==> config.mk <==
export PLATFORM = sky130hd
export DESIGN_NAME = cpfl_controller
export DESIGN_NICKNAME = d
export VERILOG_FILES = /design/src/cpfl_pkg.sv /design/src/cpfl_controller.sv /design/src/cpfl_edge_counter.sv
export SDC_FILE = /design/constraint.sdc
export NUM_CORES = 1
export LEC_CHECK = 0
export BUFFER_PORTS_ARGS = -buffer_cell sky130_fd_sc_hd__buf_2
export CAP_MARGIN = 20
export CORE_MARGIN = 8
export CORE_UTILIZATION = 60
export CTS_BUF_LIST = sky130_fd_sc_hd__clkbuf_16
export CTS_CLUSTER_SIZE = 12
export DETAILED_ROUTE_END_ITERATION = 10
export PLACE_DENSITY_LB_ADDON = 0.2
export SYNTH_ARGS = -nofsm -noshare
export SYNTH_HDL_FRONTEND = slang
export SYNTH_SLANG_ARGS = --single-unit
==> constraint.sdc <==
create_clock -name ref_clk -period 4.84 [get_ports ref_clk]
set_input_delay 0.726 -clock ref_clk [delete_from_list [all_inputs] [get_ports ref_clk]]
set_output_delay 0.726 -clock ref_clk [all_outputs]
set_load 0.005 [all_outputs]
==> src/cpfl_pkg.sv <==
// Constants and types for the charge pump fast-lock sequencer
package cpfl_pkg;
    localparam int CMP_DIVIDE = 8;
    localparam int WINDOW_CMP_CYCLES = 19;
    localparam int WINDOW_CORE_CYCLES = WINDOW_CMP_CYCLES * CMP_DIVIDE;
    localparam logic [2:0] DIV_LAST = 3'h7;
    localparam logic [4:0] WIN_LAST = 5'h12;
    localparam logic [7:0] EDGE_MAX = 8'hff;
    localparam logic [7:0] LOCK_TOL = 8'h01;
    localparam logic [7:0] NEAR_TOL = 8'h00;
    localparam logic [3:0] OFFSET_ADD = 4'h4;
    localparam logic [5:0] FDET_STEP = 6'h14;
    localparam logic [3:0] PHASE_LOCK_COUNT = 4'h8;
    localparam logic [1:0] SIGN_SLOWER = 2'h1;
    localparam logic [1:0] SIGN_FASTER = 2'h2;
    localparam logic [1:0] SIGN_EQUAL = 2'h0;

    typedef enum logic [2:0] {
        CPFL_FDET = 3'b001,
        CPFL_WIDE = 3'b010,
        CPFL_FINAL = 3'b100
    } cpfl_state_type;
endpackage : cpfl_pkg

==> src/cpfl_controller.sv <==
// Fast-lock sequencer that sets the charge pump state and current scale
`timescale 1ns/100ps
`default_nettype none
module cpfl_controller
(
    // Clock and reset
    input wire logic ref_clk,
    input wire logic rst_n,
    // Detector inputs, asynchronous
    input wire logic reference_detector_input,
    input wire logic feedback_detector_input,
    // Comparator decisions, same clock
    input wire logic comparator_up,
    input wire logic comparator_down,
    // Configuration
    input wire logic pump_polarity_select,
    input wire logic current_offset_enable,
    input wire logic [1:0] fdet_scale_select,
    input wire logic [2:0] wide_scale_select,
    input wire logic [1:0] final_scale_select,
    // Fast-detect pump output
    output logic fdet_source,
    output logic fdet_sink,
    output logic [5:0] fdet_scale,
    // Closed-loop pump output
    output logic loop_source,
    output logic loop_sink,
    output logic [3:0] loop_scale,
    // Status
    output cpfl_pkg::cpfl_state_type pump_state,
    output logic freq_locked,
    output logic comparison_tick
);
    import cpfl_pkg::*;
    logic [2:0] div_count;
    logic [2:0] next_div_count;
    logic [4:0] win_count;
    logic [4:0] next_win_count;
    logic window_end;
    logic [7:0] ref_count;
    logic [7:0] fb_count;
    logic [7:0] diff;
    logic [1:0] err_sign;
    logic [1:0] next_err_sign;
    logic next_freq_locked;
    logic [3:0] near_run;
    logic [3:0] next_near_run;
    cpfl_state_type next_pump_state;
    logic next_fdet_source;
    logic next_fdet_sink;
    logic [5:0] next_fdet_scale;
    logic next_loop_source;
    logic next_loop_sink;
    logic [3:0] next_loop_scale;
    logic drive_up;
    logic drive_down;

    // Divide-by-eight comparison tick and 19-tick window
    always_comb
    begin
        next_div_count = div_count + 3'h1;
        next_win_count = win_count;
        if (comparison_tick)
        begin
            next_win_count = (win_count == WIN_LAST) ? 5'h00 : win_count + 5'h01;
        end
    end
    assign comparison_tick = (div_count == DIV_LAST);
    assign window_end = comparison_tick && (win_count == WIN_LAST);

    cpfl_edge_counter u_ref_counter
    (
        .ref_clk(ref_clk),
        .rst_n(rst_n),
        .sig_in(reference_detector_input),
        .clear(window_end),
        .count(ref_count),
        .edge_seen()
    );

    cpfl_edge_counter u_fb_counter
    (
        .ref_clk(ref_clk),
        .rst_n(rst_n),
        .sig_in(feedback_detector_input),
        .clear(window_end),
        .count(fb_count),
        .edge_seen()
    );

    assign diff = (ref_count >= fb_count) ? ref_count - fb_count : fb_count - ref_count;

    // Frequency verdict at each window end, plus a phase-lock run counter
    always_comb
    begin
        next_freq_locked = freq_locked;
        next_err_sign = err_sign;
        next_near_run = near_run;
        if (window_end)
        begin
            next_freq_locked = (diff <= LOCK_TOL);
            if (fb_count < ref_count)
            begin
                next_err_sign = SIGN_SLOWER;
            end
            else if (fb_count > ref_count)
            begin
                next_err_sign = SIGN_FASTER;
            end
            else
            begin
                next_err_sign = SIGN_EQUAL;
            end
            if (diff > NEAR_TOL || pump_state != CPFL_WIDE)
            begin
                next_near_run = 4'h0;
            end
            else if (near_run != PHASE_LOCK_COUNT)
            begin
                next_near_run = near_run + 4'h1;
            end
        end
    end

    // State sequencing
    always_comb
    begin
        next_pump_state = pump_state;
        case (pump_state)
            CPFL_FDET:
            begin
                if (window_end && next_freq_locked)
                begin
                    if (wide_scale_select == 3'h0)
                    begin
                        next_pump_state = CPFL_FINAL;
                    end
                    else
                    begin
                        next_pump_state = CPFL_WIDE;
                    end
                end
            end
            CPFL_WIDE:
            begin
                if (window_end && !next_freq_locked)
                begin
                    next_pump_state = CPFL_FDET;
                end
                else if (near_run == PHASE_LOCK_COUNT)
                begin
                    next_pump_state = CPFL_FINAL;
                end
            end
            CPFL_FINAL:
            begin
                if (window_end && !next_freq_locked)
                begin
                    next_pump_state = CPFL_FDET;
                end
            end
            default:
            begin
                next_pump_state = CPFL_FDET;
            end
        endcase
    end

    // Drive directions: polarity 0 pulls node down when feedback is fast
    always_comb
    begin
        drive_up = (err_sign == SIGN_SLOWER) ^ pump_polarity_select;
        drive_down = (err_sign == SIGN_FASTER) ^ pump_polarity_select;
        if (err_sign == SIGN_EQUAL)
        begin
            drive_up = 1'b0;
            drive_down = 1'b0;
        end
        next_fdet_source = 1'b0;
        next_fdet_sink = 1'b0;
        next_loop_source = 1'b0;
        next_loop_sink = 1'b0;
        next_fdet_scale = 6'h00;
        next_loop_scale = 4'h0;
        if (next_pump_state == CPFL_FDET)
        begin
            next_fdet_source = drive_up;
            next_fdet_sink = drive_down;
            next_fdet_scale = 6'(FDET_STEP * fdet_scale_select);
        end
        else
        begin
            next_loop_source = comparator_up ^ pump_polarity_select & (comparator_up ^ comparator_down);
            next_loop_sink = comparator_down ^ pump_polarity_select & (comparator_up ^ comparator_down);
            if (next_pump_state == CPFL_WIDE)
            begin
                next_loop_scale = {wide_scale_select, 1'b0};
            end
            else
            begin
                next_loop_scale = {2'h0, final_scale_select} + 4'h1
                    + (current_offset_enable ? OFFSET_ADD : 4'h0);
            end
        end
    end

    always_ff @(posedge ref_clk or negedge rst_n)
    begin
        if (!rst_n)
        begin
            div_count <= 3'h0;
            win_count <= 5'h00;
            freq_locked <= 1'b0;
            err_sign <= SIGN_EQUAL;
            near_run <= 4'h0;
            pump_state <= CPFL_FDET;
            fdet_source <= 1'b0;
            fdet_sink <= 1'b0;
            fdet_scale <= 6'h00;
            loop_source <= 1'b0;
            loop_sink <= 1'b0;
            loop_scale <= 4'h0;
        end
        else
        begin
            div_count <= next_div_count;
            win_count <= next_win_count;
            freq_locked <= next_freq_locked;
            err_sign <= next_err_sign;
            near_run <= next_near_run;
            pump_state <= next_pump_state;
            fdet_source <= next_fdet_source;
            fdet_sink <= next_fdet_sink;
            fdet_scale <= next_fdet_scale;
            loop_source <= next_loop_source;
            loop_sink <= next_loop_sink;
            loop_scale <= next_loop_scale;
        end
    end
endmodule : cpfl_controller
`default_nettype wire

==> src/cpfl_edge_counter.sv <==
// Synchronised rising-edge counter for one detector input
`timescale 1ns/100ps
`default_nettype none
module cpfl_edge_counter
(
    // Clock and reset
    input wire logic ref_clk,
    input wire logic rst_n,
    // Asynchronous detector input
    input wire logic sig_in,
    // Window control
    input wire logic clear,
    // Count result
    output logic [7:0] count,
    output logic edge_seen
);
    import cpfl_pkg::*;
    logic meta;
    logic sync;
    logic prev;
    logic [7:0] next_count;

    assign edge_seen = sync & ~prev;

    always_comb
    begin
        next_count = count;
        if (clear)
        begin
            next_count = {7'h00, edge_seen};
        end
        else if (edge_seen && count != EDGE_MAX)
        begin
            next_count = count + 8'h01;
        end
    end

    always_ff @(posedge ref_clk or negedge rst_n)
    begin
        if (!rst_n)
        begin
            meta <= 1'b0;
            sync <= 1'b0;
            prev <= 1'b0;
            count <= 8'h00;
        end
        else
        begin
            meta <= sig_in;
            sync <= meta;
            prev <= sync;
            count <= next_count;
        end
    end
endmodule : cpfl_edge_counter
`default_nettype wire

# After elaboration in Yosys (flattened, before gate mapping)
# Cells that the tools add are included.
[totals]
regBits = 54
in_bits = 15
out_inout_bits = 19
word_cells = 99
[classes]
addsub = 9
mul = 1
magnitude_cmp = 5
eq_ne = 14
mux = 27
bitwise_logic = 10
n_reduce_logical = 13
[op_table]
columns = ["op", "n"]
rows = [
  ["2-to-1 mux 8 bit", 5],
  ["2-to-1 mux 3 bit", 6],
  ["adder 8 x 1 -> 8 bit (second input constant)", 2],
  ["2-to-1 mux 4 bit", 4],
  ["inequality test 8 bit (second input constant)", 2],
  ["subtractor 8 bit", 2],
  ["one-hot mux 3 bit (3 select lines)", 1],
  [">= comparator 8 bit", 1],
  ["greater-than comparator 8 x 1 -> 1 bit (second input constant)", 1],
  ["greater-than comparator 8 bit", 1],
  ["less-or-equal comparator 8 x 1 -> 1 bit (second input constant)", 1],
  ["less-than comparator 8 bit", 1],
  ["2-to-1 mux 1 bit", 7],
  ["== test 3 x 1 -> 1 bit (second input constant)", 2],
  ["== test 3 x 2 -> 1 bit (second input constant)", 2],
  ["== test 3 bit (second input constant)", 2],
  ["2-to-1 mux 6 bit", 1],
  ["nonzero test 2 bit", 3],
  ["adder 5 x 1 -> 5 bit (second input constant)", 1],
  ["== test 5 bit (second input constant)", 1],
  ["logical AND 1 bit", 5],
  ["2-to-1 mux 5 bit", 1],
  ["XOR 1 bit", 5],
  ["adder 3 x 3 -> 4 bit", 1],
  ["other kinds (17)", 21],
]

# Longest topological paths before layout
[depth]
ltp_word = 11
ltp_mapped = 11
mapped_depth_nobuf = 10

# Hierarchy
# A second synthesis with hierarchy kept.
[hier_totals]
hier_cells = 344
hier_area_um2 = 3259.4
[by_module_without_submodules]
columns = ["mod", "n_inst", "cells_each", "area_each_um2", "seq_area_each_um2"]
rows = [
  ["cpfl_controller", 1, 244, 2158.3, 701.9],
  ["cpfl_edge_counter", 2, 50, 550.5, 275.3],
]

# Worst setup path after synthesis
# OpenSTA, ideal clock, no wires.
[synth_path]
path_kind = "register -> register"
start = "register u_ref_counter.count[0]"
end = "register fdet_scale[3]"
setup_ns = 0.120
arrival_ns = 2.539
t_required_ns = 4.720
setup_slack_ns = 2.181
stages_incl_launch_ff = 10
path_buffers = 0
synth_period_minus_slack_ns = 2.659
path_cell_list = "dfrtp_1 > inv_1 > ha_1 > fa_1 > xnor2_1 > or4_4 > nor3_4 > nand3_2 > a311o_1 > and3_1"
[synth_via]
elab_chain_len = 10
elab_cells_between_ends = 15
cone_classes = "2 x add/sub; 2 x order compare; 1 x eq/ne; 7 x mux; 3 x reduce/logical"
[synth_rtl]
columns = ["element", "line", "source"]
rows = [
  ["from (decl)", "cpfl_edge_counter.sv:14", "output logic [7:0] count,"],
  ["from (signal assigned)", "cpfl_edge_counter.sv:52", "count <= next_count;"],
  ["subtractor 8 bit / >= comparator 8 bit (equally long branches)", "cpfl_controller.sv:91", "assign diff = (ref_count >= fb_count) ? ref_count - fb_count : fb_count - ref_count;"],
  ["2-to-1 mux 8 bit *", "cpfl_controller.sv:91", ""],
  ["less-or-equal comparator 8 x 1 -> 1 bit *", "cpfl_controller.sv:101", "next_freq_locked = (diff <= LOCK_TOL);"],
  ["2-to-1 mux 1 bit *", "cpfl_controller.sv:99", "if (window_end)"],
  ["zero test 1 bit", "cpfl_controller.sv:146, cpfl_controller.sv:157", ""],
  ["logical AND 1 bit", "cpfl_controller.sv:146, cpfl_controller.sv:157", ""],
  ["2-to-1 mux 3 bit, on equally long branches", "cpfl_controller.sv:157, cpfl_controller.sv:146", ""],
  ["one-hot mux 3 bit (3 select lines) *", "cpfl_controller.sv:129", "case (pump_state)"],
  ["== test 3 x 1 -> 1 bit *", "cpfl_controller.sv:185", "if (next_pump_state == CPFL_FDET)"],
  ["2-to-1 mux 6 bit *", "cpfl_controller.sv:185", ""],
  ["net next_fdet_scale[3]", "cpfl_controller.sv:51", "logic [5:0] next_fdet_scale;"],
  ["to (signal assigned)", "cpfl_controller.sv:234", "fdet_scale <= next_fdet_scale;"],
  ["to (decl)", "cpfl_controller.sv:24", "output logic [5:0] fdet_scale,"],
]
# Mark *: on every way through the listed nets, which the timed path passes. The rest lies on a longest branch.
# A chain may end at the register's enable or synchronous reset.

# Final worst setup path
[layout_path]
start = "register u_fb_counter.count[0]"
end = "register fdet_scale[4]"
[layout_via]
elab_chain_len = 10
elab_cells_between_ends = 15
cone_classes = "2 x add/sub; 2 x order compare; 1 x eq/ne; 7 x mux; 3 x reduce/logical"
[layout_rtl]
columns = ["element", "line"]
rows = [
  ["from (decl)", "cpfl_edge_counter.sv:14"],
  ["from (signal assigned)", "cpfl_edge_counter.sv:52"],
  ["subtractor 8 bit / >= comparator 8 bit (equally long branches)", "cpfl_controller.sv:91"],
  ["2-to-1 mux 8 bit *", "cpfl_controller.sv:91"],
  ["less-or-equal comparator 8 x 1 -> 1 bit *", "cpfl_controller.sv:101"],
  ["2-to-1 mux 1 bit *", "cpfl_controller.sv:99"],
  ["zero test 1 bit", "cpfl_controller.sv:146, cpfl_controller.sv:157"],
  ["logical AND 1 bit", "cpfl_controller.sv:146, cpfl_controller.sv:157"],
  ["2-to-1 mux 3 bit, on equally long branches", "cpfl_controller.sv:157, cpfl_controller.sv:146"],
  ["one-hot mux 3 bit (3 select lines) *", "cpfl_controller.sv:129"],
  ["== test 3 x 1 -> 1 bit *", "cpfl_controller.sv:185"],
  ["2-to-1 mux 6 bit *", "cpfl_controller.sv:185"],
]
# Mark *: on every way between the ends. The rest lies on a longest branch, timed or not.

==> impl_metrics.env <==
export IMPL_vias_per_cell=5.78
export IMPL_grt_pass1_vias=2518
export IMPL_die_w_microns=89.3
export IMPL_critical_path_required_ns=5.02
export IMPL_grt_max_degree=51
export IMPL_vias=2504
export IMPL_rsz0062_at_grt="no"
export IMPL_power_density_mw_per_mm2=508
export IMPL_timing_reg2reg_setup_slack_ns=1.89
export IMPL_syn_instance_count=338
export IMPL_firstDrtPassIters=4
export IMPL_critPathBufInv=1
export IMPL_p_int_w=0.00104
export IMPL_period_needed_ns=2.95
export IMPL_cts_tree="yes"
export IMPL_cp_slowest_stage_delay_ns=0.52
export IMPL_worstMarginPinSlew_ns=0.611
export IMPL_nNetsFinal=404
export IMPL_seq_power_share=0.294
export IMPL_crit_family="compound AO/OA/AOI/OAI gates"
export IMPL_hold_buffers=0
export IMPL_yosysWarningCount=0
export IMPL_ys_seq_area_frac=0.389
export IMPL_fin_setup_tns_ns=0
export IMPL_routed_wl_mm=7.01
export IMPL_wire_per_inst_microns=16.2
export IMPL_synth_xor_area_frac=0.0653
export IMPL_antenna_left=0
export IMPL_syn_avg_cell_area_sq_um=9.52
export IMPL_p_sw_w=0.000762
export IMPL_synth_simple_area_share=0.198
export IMPL_max_freq_mhz=339
export IMPL_synth_cell_types=63
export IMPL_layout_commonest_cell="dfrtp_1"
export IMPL_final_cell_mix="dfrtp_1 (49), nor2_1 (34), buf_2 (31)"
export IMPL_hold_class="in -> async"
export IMPL_max_cap_violations=0
export IMPL_h_tree_depth=2
export IMPL_r2r_end="fdet_scale[4]$_DFF_PN0_"
export IMPL_p_sw_frac=0.424
export IMPL_dp_hpwl_mm=5.17
export IMPL_synth_area_sq_mm=0.00322
export IMPL_grt_pass1_wl_mm=11.8
export IMPL_synth_flop_cell="dfrtp_1"
export IMPL_ir_drop_mv=0.315
export IMPL_drive_above_1_share=0.152
export IMPL_hold_violations=0
export IMPL_comb_power_share=0.518
export IMPL_insertion_delay_ns=0.29
export IMPL_path_cells="inv_1, ha_1, fa_1, nand2b_1, o2bb2ai_1, mux2i_1, o211ai_1, nand4_2, a311o_1, and3_1"
export IMPL_cts_resized=0
export IMPL_cts_made_buffers=5
export IMPL_crit_fanout=7
export IMPL_crit_path_end_kind="flop"
export IMPL_clock_sinks=50
export IMPL_start_util=0.626
export IMPL_gp_congestion=0.931
export IMPL_cts_root_buf="clkbuf_16"
export IMPL_synth_top_family_by_area="simple AND/OR/NAND/NOR gates"
export IMPL_synth_compound_area_frac=0.149
export IMPL_r2r_start="u_fb_counter.count[0]$_DFFE_PN0P_"
export IMPL_async_flop_share=1.00
export IMPL_io_pins=34
export IMPL_final_setup_viol_count=0
export IMPL_gr_usage_all_layers=0.190
export IMPL_final_util=0.689
export IMPL_synth_mux_area_frac=0.0284
export IMPL_slowest_stage="a311o_1"
export IMPL_path_clk_slew_ns=0.07
export IMPL_stdcell_area_sq_mm=0.00354
export IMPL_synth_edf_count=0
export IMPL_synthAdderAreaFrac=0.110
export IMPL_dieArea_sq_mm=0.00797
export IMPL_path_class="reg -> reg"
export IMPL_place_area_sq_mm=0.00336
export IMPL_relSlewSlack=0.591
export IMPL_clock_path_buffers=2
export IMPL_diodes=0
export IMPL_cts_setup_buffers=0
export IMPL_fin_skew_ns=0.00534
export IMPL_fillerInstances=428
export IMPL_slew_viol_final=0
export IMPL_drt_iter0_markers=165
export IMPL_r2r_cells=10
export IMPL_core_area_sq_mm=0.00514
export IMPL_start_kind="flop"
export IMPL_status="completed"
export IMPL_num_rows=26
export IMPL_setup_worst_path_start="u_fb_counter.count[0]$_DFFE_PN0P_"
export IMPL_finalCritPeriodShare=0.609
export IMPL_grt_overflow=0
export IMPL_leakagePower_nw=1.67
export IMPL_ys_ff_latch=50
export IMPL_drc_errors=0
export IMPL_port_buffers=31
export IMPL_cp_arrival_ns=3.13
export IMPL_chipHeight_microns=89.3
export IMPL_antenna_found_initial=0
export IMPL_synthToLayoutAreaGrowth_pct=10.0
export IMPL_pwr_share_clk=0.188
## per-layer routing
| metal | share of wire | vias up | GRT usage |
|---|---|---|---|
| met2 | 0.47 | 64 | 0.301 |
| met1 | 0.46 | 1210 | 0.247 |
| met4 | 0.0073 | 0 | 0.0665 |
| met3 | 0.056 | 6 | 0.0432 |
| met5 | 0 | - | 0 |
| li1 | - | 1224 | - |
## worst max-delay path by stage
stage          cells past startpoint                       to  slack, ns
2_1_floorplan                      9  fdet_scale[3]$_DFF_PN0_       2.18
3_3_place_gp                       9  fdet_scale[3]$_DFF_PN0_       2.04
3_5_place_dp                       9  fdet_scale[4]$_DFF_PN0_       1.93
4_1_cts                           10  fdet_scale[4]$_DFF_PN0_       1.92
5_1_grt                           10  fdet_scale[4]$_DFF_PN0_       1.74
6_report                          10  fdet_scale[4]$_DFF_PN0_       1.89
## power by group through the flow
stage                     Sequential (W)  Combinational (W)  Clock, W
after floorplan                 0.000519           0.000759         0
after global placement          0.000532           0.000889         0
after detailed placement        0.000535           0.000903         0
after CTS                       0.000528           0.000917  0.000346
after global routing            0.000536            0.00103  0.000364
final                           0.000528           0.000931  0.000338
## synthesized netlist by cell type, types with 2 or more instances
| cell type | n | share of area |
|---|---|---|
| nor3b_1 | 4 | 0.0093 |
| ha_1 | 25 | 0.097 |
| a21o_1 | 5 | 0.012 |
| o2111ai_1 | 2 | 0.0054 |
| and2_1 | 3 | 0.0058 |
| a21oi_1 | 21 | 0.033 |
| inv_1 | 24 | 0.028 |
| nor3_1 | 9 | 0.014 |
| nand2_1 | 23 | 0.027 |
| buf_2 | 3 | 0.0047 |
| a32oi_1 | 2 | 0.0054 |
| a21oi_2 | 2 | 0.0054 |
| o211ai_1 | 2 | 0.0047 |
| a31oi_1 | 6 | 0.012 |
| nand2b_1 | 5 | 0.0097 |
| buf_1 | 3 | 0.0035 |
| o22ai_1 | 2 | 0.0039 |
| xor2_1 | 4 | 0.011 |
| a311oi_2 | 2 | 0.0093 |
| nor2_1 | 34 | 0.040 |
| xnor2_1 | 20 | 0.054 |
| or2_1 | 2 | 0.0039 |
| fa_1 | 2 | 0.012 |
| dfrtp_1 | 49 | 0.38 |
| a21boi_0 | 2 | 0.0047 |
| clkbuf_1 | 4 | 0.0047 |
| o2bb2ai_1 | 2 | 0.0054 |
| o21ai_0 | 6 | 0.0093 |
| nand3_1 | 8 | 0.012 |
| buf_6 | 2 | 0.0070 |
| nor2b_1 | 4 | 0.0078 |
| mux2i_1 | 8 | 0.025 |
| nand3b_1 | 4 | 0.0093 |
| buf_4 | 5 | 0.012 |
| nand4_1 | 10 | 0.019 |
| and3_1 | 2 | 0.0039 |
## layout make-up
type	instances	area [sq um]	share of cell area
clock inverters	3	17.5	0.00495
repair buffers	33	190	0.0537
well taps	70	87.6	0.0247
multi-input cells	248	1780	0.502
flip-flops and latches	50	1250	0.354
inverters	24	90.1	0.0254
clock buffers	5	125	0.0353
## per-stage QoR
stage               power (W)  worst slack (ns)  std cells  hold WS (ns)
CTS                   0.00179              1.92        431         0.356
floorplan             0.00128              2.18        339         0.331
global route          0.00193              1.74        433         0.307
global placement      0.00142              2.04        423         0.335
finish                0.00180              1.89        433         0.292
detailed placement    0.00144              1.93        423         0.340
## sequential cells by signal, summed over array words and instances, names as in the netlist
register and cells:
div_count 3, err_sign 2, fdet_scale 2, fdet_sink 1
fdet_source 1, freq_locked 1, loop_scale 4, loop_sink 1
loop_source 1, near_run 4, pump_state 3, u_fb_counter.count 8
u_fb_counter.meta 1, u_fb_counter.prev 1, u_fb_counter.sync 1, u_ref_counter.count 8
u_ref_counter.meta 1, u_ref_counter.prev 1, u_ref_counter.sync 1, win_count 5
## logic make-up after synthesis
family | count (synthesis)
mux | 9
fa+ha+maj | 27
simple gates | 119
buf+inv | 41
flops | 50
compound gates | 67
xor+xnor | 24
other cells | 1
Note: power is estimated with default switching activity, not from simulation.
